**config.mk**
```make
export PLATFORM = sky130hd
export DESIGN_NAME = sacr_convert_ctrl
export DESIGN_NICKNAME = d
export VERILOG_FILES = /design/src/sacr_convert_ctrl.v /design/src/sacr_bit_timer.v
export VERILOG_INCLUDE_DIRS = /design/src /design/src/src
export SDC_FILE = /design/constraint.sdc
export NUM_CORES = 1
export LEC_CHECK = 0
export BUFFER_PORTS_ARGS = -buffer_cell sky130_fd_sc_hd__buf_2
export CAP_MARGIN = 5
export CORE_AREA = 2 2 80 82
export CTS_CLUSTER_DIAMETER = 100
export DETAILED_ROUTE_END_ITERATION = 10
export DIE_AREA = 0 0 82 84
export HOLD_SLACK_MARGIN = 0.02
export SKIP_LAST_GASP = 1
export SLEW_MARGIN = 20
export SYNTH_ARGS = -nofsm -noshare
export SYNTH_HDL_FRONTEND = slang
export SYNTH_SLANG_ARGS = --single-unit
```
**constraint.sdc**
```tcl
create_clock -name core_clk -period 5.7 [get_ports core_clk]
set_input_delay 1.14 -clock core_clk [delete_from_list [all_inputs] [get_ports core_clk]]
set_output_delay 1.14 -clock core_clk [all_outputs]
set_load 0.01 [all_outputs]
```
**src/sacr_defines.vh**
```
`ifndef SACR_DEFINES_VH
`define SACR_DEFINES_VH

// clock rate in MHz, core_clk
`define SACR_CLK_MHZ          100
// conversion start pulse least width, ns
`define SACR_START_MIN_NS     500
// ready-flag rise delay after start rises, ns (typ 1000, max 1500)
`define SACR_RDY_RISE_NS      1000
// extra rise delay when previous lsb was one, ns
`define SACR_RDY_LSB_EXTRA_NS 100
// conversion time, ns (min 10000, typ 20000, max 30000)
`define SACR_CONV_NS          20000
// cycles per ns figure: ns * mhz / 1000
`define SACR_NS2CYC(ns)       (((ns) * `SACR_CLK_MHZ) / 1000)
// result width
`define SACR_DATA_W           8
// empty result after reset or start
`define SACR_RESULT_CLR       8'h00

`endif

```
**src/sacr_convert_ctrl.v**
```verilog
// Overview of operation
// RL1: host holds start high at least 500 ns
// RL2: start rise resets sequencer, clears result, ready high
// RL3: approximation begins on start fall, 10-30 us
// RL4: ready flag falls when result is valid
// RL5: ready rises within 1.5 us of start
// RL6: ready rise slower when previous lsb set
// RL7: host keeps output enable high during conversion
// RL8: enable during conversion shows partial approximation value
// RL9: data driven only while output enable low
// RL10: blind host waits 30 us before reading
// RL11: host may poll or interrupt on ready
// RL12: write strobe and address form start pulse
// RL13: read strobe and address assert output enable
// RL14: stretcher flip-flop holds start until ready rises
// RL15: short start pulses work typically, not assured; here a pulse that ends before ready rises is always lost
// RL16: final result held until next start rise
`timescale 1ns/1ps
`default_nettype none
`include "sacr_defines.vh"

module sacr_convert_ctrl #(
    parameter RDY_RISE_NS   = `SACR_RDY_RISE_NS,
    parameter RDY_EXTRA_NS  = `SACR_RDY_LSB_EXTRA_NS,
    parameter CONV_NS       = `SACR_CONV_NS
) (
    input  wire                    core_clk,
    input  wire                    rst,
    input  wire                    start,
    input  wire                    output_enable_n,
    input  wire [`SACR_DATA_W-1:0] comp_in,
    output reg                     result_ready_n,
    output reg  [`SACR_DATA_W-1:0] data_out,
    output wire [`SACR_DATA_W-1:0] data_oe_n,
    output wire                    converting
);

    localparam W = `SACR_DATA_W;
    localparam CW = 16;
    // cycle counts derived from the ns figures; a ready rise is a least
    // delay of internal reset so round up, bit step rounds down
    localparam integer RISE_CYC  = (RDY_RISE_NS * `SACR_CLK_MHZ + 999) / 1000;
    localparam integer EXTRA_CYC = (RDY_EXTRA_NS * `SACR_CLK_MHZ + 999) / 1000;
    localparam integer STEP_CYC  = `SACR_NS2CYC(CONV_NS) / W;
    // loads are one less than the count, since expiry at zero also ticks;
    // cut to the timer width on purpose, all counts fit in CW bits
    localparam integer  RISE_M1  = RISE_CYC - 1;
    localparam integer  EXTRA_M1 = RISE_CYC + EXTRA_CYC - 1;
    localparam integer  STEP_M1  = STEP_CYC - 1;
    localparam [CW-1:0] RISE_LD  = RISE_M1[CW-1:0];
    localparam [CW-1:0] EXTRA_LD = EXTRA_M1[CW-1:0];
    localparam [CW-1:0] STEP_LD  = STEP_M1[CW-1:0];

    localparam [1:0] ST_IDLE  = 2'h0;
    localparam [1:0] ST_RESET = 2'h1;
    localparam [1:0] ST_WAIT  = 2'h2;
    localparam [1:0] ST_CONV  = 2'h3;

    reg  [1:0]   state_q;
    reg  [1:0]   state_d;
    reg          start_q;
    reg  [W-1:0] approximation_register_q;
    reg  [W-1:0] probe_q;
    reg  [W-1:0] result_q;
    reg          load;
    reg [CW-1:0] load_val;
    wire         tick;
    wire         start_rise;
    wire         start_fall;

    ////////////////////////////////////////////////////////////////////////
    // edge detect on the start line, taken as synchronous
    always @(posedge core_clk or posedge rst) begin
        if (rst) begin
            start_q <= 1'b0;
        end else begin
            start_q <= start;
        end
    end

    assign start_rise = start && !start_q;
    assign start_fall = !start && start_q;

    sacr_bit_timer #(
        .CNT_W (CW)
    ) u_timer (
        .core_clk (core_clk),
        .rst      (rst),
        .load     (load),
        .load_val (load_val),
        .tick     (tick)
    );

    ////////////////////////////////////////////////////////////////////////
    // sequencer; a new rising start aborts anything in flight
    always @* begin
        state_d  = state_q;
        load     = 1'b0;
        load_val = STEP_LD;
        if (start_rise) begin
            state_d  = ST_RESET;                               // [RL2]
            load     = 1'b1;
            load_val = result_q[0] ? EXTRA_LD : RISE_LD;       // [RL5] [RL6]
        end else begin
            case (state_q)
                ST_IDLE: begin
                    state_d = ST_IDLE;
                end
                ST_RESET: begin
                    if (tick) begin
                        state_d = ST_WAIT;
                    end
                end
                ST_WAIT: begin
                    // only a fall seen here starts; a pulse that ends during ST_RESET is lost [RL15]
                    if (start_fall) begin
                        state_d = ST_CONV;                     // [RL3]
                        load    = 1'b1;
                    end
                end
                ST_CONV: begin
                    if (tick && probe_q[0]) begin
                        state_d = ST_IDLE;                     // [RL4]
                    end
                end
                default: begin
                    state_d = ST_IDLE;
                end
            endcase
        end
    end

    ////////////////////////////////////////////////////////////////////////
    // approximation register, ready flag and held result
    always @(posedge core_clk or posedge rst) begin
        if (rst) begin
            state_q                  <= ST_IDLE;
            approximation_register_q <= `SACR_RESULT_CLR;
            probe_q                  <= `SACR_RESULT_CLR;
            result_q                 <= `SACR_RESULT_CLR;
            result_ready_n           <= 1'b0;
        end else begin
            state_q <= state_d;
            if (start_rise) begin
                approximation_register_q <= `SACR_RESULT_CLR;  // [RL2]
                result_q                 <= `SACR_RESULT_CLR;
            end else if (state_q == ST_RESET && tick) begin
                result_ready_n <= 1'b1;                        // [RL5]
            end else if (state_q == ST_WAIT && start_fall) begin
                probe_q                  <= {1'b1, {(W-1){1'b0}}};
                approximation_register_q <= {1'b1, {(W-1){1'b0}}};
            end else if (state_q == ST_CONV && tick) begin
                // keep the trial bit when the comparator says input is at or above it
                approximation_register_q <=
                    (comp_in >= approximation_register_q)
                    ? (approximation_register_q | (probe_q >> 1))
                    : ((approximation_register_q & ~probe_q)
                       | (probe_q >> 1));                      // [RL3]
                probe_q <= probe_q >> 1;
                if (probe_q[0]) begin
                    result_q       <= (comp_in >= approximation_register_q)
                                      ? approximation_register_q
                                      : (approximation_register_q & ~probe_q);
                    result_ready_n <= 1'b0;                    // [RL4] [RL16]
                end
            end
        end
    end

    assign converting = (state_q != ST_IDLE);

    ////////////////////////////////////////////////////////////////////////
    // output stage; while converting the partial value leaks out, which is
    // what the host must avoid by keeping the enable high
    always @(posedge core_clk or posedge rst) begin
        if (rst) begin
            data_out <= `SACR_RESULT_CLR;
        end else if (converting) begin
            data_out <= approximation_register_q;              // [RL8]
        end else begin
            data_out <= result_q;                              // [RL16]
        end
    end

    // per-bit enable, low while driving
    genvar gi;
    generate
        for (gi = 0; gi < W; gi = gi + 1) begin : g_oe
            assign data_oe_n[gi] = output_enable_n;            // [RL9]
        end
    endgenerate

endmodule

`default_nettype wire

```
**src/sacr_bit_timer.v**
```verilog
`timescale 1ns/1ps
`default_nettype none

// down counter that paces the approximation, one tick per bit step
module sacr_bit_timer #(
    parameter CNT_W = 16
) (
    input  wire             core_clk,
    input  wire             rst,
    input  wire             load,
    input  wire [CNT_W-1:0] load_val,
    output wire             tick
);

    reg [CNT_W-1:0] cnt_q;

    ////////////////////////////////////////////////////////////////////////
    // reload on load or on expiry, so ticks are evenly spaced
    always @(posedge core_clk or posedge rst) begin
        if (rst) begin
            cnt_q <= {CNT_W{1'b0}};
        end else if (load || tick) begin
            cnt_q <= load_val;
        end else begin
            cnt_q <= cnt_q - {{(CNT_W-1){1'b0}}, 1'b1};
        end
    end

    assign tick = (cnt_q == {CNT_W{1'b0}}) && !load;

endmodule

`default_nettype wire

```
==> flow_summary.json <==
{
  "status": "finished clean",
  "arrival_ns": 1.57,
  "die_w_um": 82,
  "synth-edff-count": 0,
  "cts_buffers": 5,
  "wl_met2_mm": 2.18,
  "via_per_inst": 5.38,
  "dp_hpwl_mm": 3.44,
  "synth_top_area_share": 0.496,
  "port_buffers": 20,
  "crit_type": "flip-flop to primary output",
  "rows": 29,
  "tightest_slew_ns": 0.886,
  "post_cts_resized": 0,
  "place.gp.congestion": 0.788,
  "reg2reg_depth": 7,
  "hold_violations": 0,
  "wire_per_inst_um": 14.3,
  "crit_fanout": 16,
  "worstPathRequired_ns": 4.56,
  "total_power_mw": 0.913,
  "setup_tns_ns": 0,
  "r2r_end": "result_q[7]",
  "nNetsFinal": 295,
  "synth_cell_type_count": 43,
  "wl_met3_um": 179,
  "postSynth.asyncResetShare": 1.00,
  "first_global_vias": 1867,
  "met1_length_mm": 2.50,
  "fin_worst_skew_ns": 0.0115,
  "p_leak_nw": 1.29,
  "firstDrtPassIters": 4,
  "yosysTopAreaCell": "dfrtp_1",
  "synth_fp_nets": 283,
  "synth_area_per_cell_um2": 10.3,
  "overflow": 0,
  "cp-start-kind": "flip-flop",
  "endpoint_kind": "primary output",
  "die-area_mm2": 0.00689,
  "yosysSeqAreaShare": 0.496,
  "hold_path_class": "flip-flop to flip-flop",
  "core-area_mm2": 0.00610,
  "cts.clk_slew.worst_paths_ns": 0.10,
  "boundaryPins": 30,
  "drt_iter0_markers": 145,
  "n_antenna_cell": 0,
  "synth-seq-cells": 52,
  "rsz0062_at_grt": "false",
  "post_cts_buffers": 0,
  "cts_tree": "done",
  "max_freq_ghz": 0.368,
  "yosysWarnings": 0,
  "cts.sinks": 52,
  "cts_buffer_depth": 2,
  "top_layer": "met4",
  "cts_hold_buf": 0,
  "totalWireLength_mm": 4.95,
  "min_to": "result_ready_n",
  "maxCapViolations": 0,
  "gr-usage-all-layers": 0.165,
  "reg2reg_from": "u_timer.cnt_q[0]",
  "setup_viol": 0,
  "period_needed_ns": 2.71,
  "syn_area_mm2": 0.00262,
  "yosys-top-cells-area": "dfrtp_1 (50%), ha_1 (7.6%), nand2_1 (4.1%), o21ai_0 (3.2%), a32o_1 (3.1%)",
  "vdd_drop_max_v": 0.000200,
  "grt_pass1_wl_mm": 8.77,
  "syn_inst": 255,
  "grt_max_degree": 53,
  "antenna_found_initial": 0,
  "cts-root-buf": "clkbuf_8",
  "fin_crit_sh": 0.476,
  "htreeDepth": 2,
  "clock_latency_ns": 0.32,
  "drive_above_1_share": 0.131,
  "hold_depth": 2,
  "postRouteAntennaNets": 0,
  "drc": 0,
  "r2r_slack_ns": 3.33,
  "final_max_slew_viol_count": 0,
  "area_growth_syn_to_layout_pct": 7.96,
  "synth_ff_type": "dfrtp_1",
  "die_h_um": 84,
  "relSlewSlack": 0.400,
  "vias": 1856,
  "start_util": 0.430,
  "power.density_mw_per_mm2": 322,
  "hold_start": "result_ready_n"
}
-- critical path, stage by stage, from the launching register on --
cell and delay (ns):
dfrtp_1 0.41, inv_1 0.10, ha_1 0.51, inv_1 0.08, buf_2 0.15
-- cell usage after synthesis, types with 3 or more instances --
cell type  number
ha_1           16
dfrtp_1        52
inv_1          18
nand3_1        11
buf_4           9
a21oi_1        12
a22o_1          7
nor2_1         15
nor3_1          3
xnor2_1         6
a32o_1          8
clkbuf_1        3
nor4_1          3
o21ai_0        17
nand4_1         3
xor2_1          8
nand2b_1        3
nand2_1        29
-- power breakdown --
| group | leakage, nW | internal [mW] | switching (mW) |
|---|---|---|---|
| sequential | 0.693 | 0.404 | 0.0393 |
| combinational | 0.538 | 0.0815 | 0.131 |
| clock | 0.0541 | 0.130 | 0.127 |
-- cells in the final DEF (no fill, tap or decap), types with 2 or more instances in the layout --
| master | count |
|---|---|
| a211o_1 | 2 |
| a21oi_1 | 12 |
| a22o_1 | 7 |
| a31oi_1 | 2 |
| a32o_1 | 8 |
| and4_1 | 2 |
| buf_2 | 20 |
| clkbuf_8 | 5 |
| clkinv_2 | 2 |
| dfrtp_1 | 52 |
| ha_1 | 16 |
| inv_1 | 17 |
| nand2_1 | 29 |
| nand2b_1 | 3 |
| nand3_1 | 11 |
| nand4_1 | 3 |
| nor2_1 | 15 |
| nor2_2 | 2 |
| nor3_1 | 3 |
| nor4_1 | 3 |
| nor4b_1 | 2 |
| o21ai_0 | 17 |
| or3_1 | 2 |
| xnor2_1 | 6 |
| xor2_1 | 8 |
-- cell families after synthesis --
family                     after synthesis  synth area share
xor gates and xnor gates                14            0.0467
DFF                                     52             0.496
AOI/OAI and AO/OA                       56             0.146
and+or+nand+nor                         82             0.163
muxes                                    2           0.00811
buffers and inverters                   33            0.0639
adders and majority gates               16            0.0763
-- area by class of cell --
type                    count  area [um^2]
flip-flops and latches     52         1300
fillers                   612         3260
well taps                  77         96.3
clock inverters             3         42.5
repair buffers             20          100
inverters                  18         68.8
clock buffers               5         68.8
multi-input cells         170         1150
-- worst max-delay path by stage --
stage / from / end / slack, ns
CTS: state_q[1] / converting / 2.97
detailed placement: comp_in[0] / approximation_register_q[7] / 2.80
global route: state_q[0] / converting / 2.85
finish: state_q[1] / converting / 2.99
global placement: comp_in[0] / approximation_register_q[2] / 2.52
floorplan: comp_in[0] / approximation_register_q[5] / 3.03
-- stage by stage --
step           utilization  cell area (um^2)  instances  setup WS, ns  hold WS, ns
3_3_place_gp         0.446              2720        337          2.52        0.467
3_5_place_dp         0.446              2720        337          2.80        0.458
2_1_floorplan            -              2620        255          3.03        0.444
4_1_cts              0.464              2830        345          2.97        0.482
5_1_grt              0.465              2830        345          2.85        0.515
6_report             0.465              2830        345          2.99        0.473
-- sequential cells by signal, indices dropped and copies added, names as in the netlist --
signal / count
result_ready_n: 1
data_out: 8
result_q: 8
probe_q: 8
state_q: 2
u_timer.cnt_q: 16
start_q: 1
approximation_register_q: 8
-- layer usage --
metal,up-vias,global-route usage
met5,-,0
met4,0,0.0576
met3,12,0.0379
met2,26,0.242
met1,900,0.237
li1,918,-
Note: power is estimated with default switching activity, not from simulation.
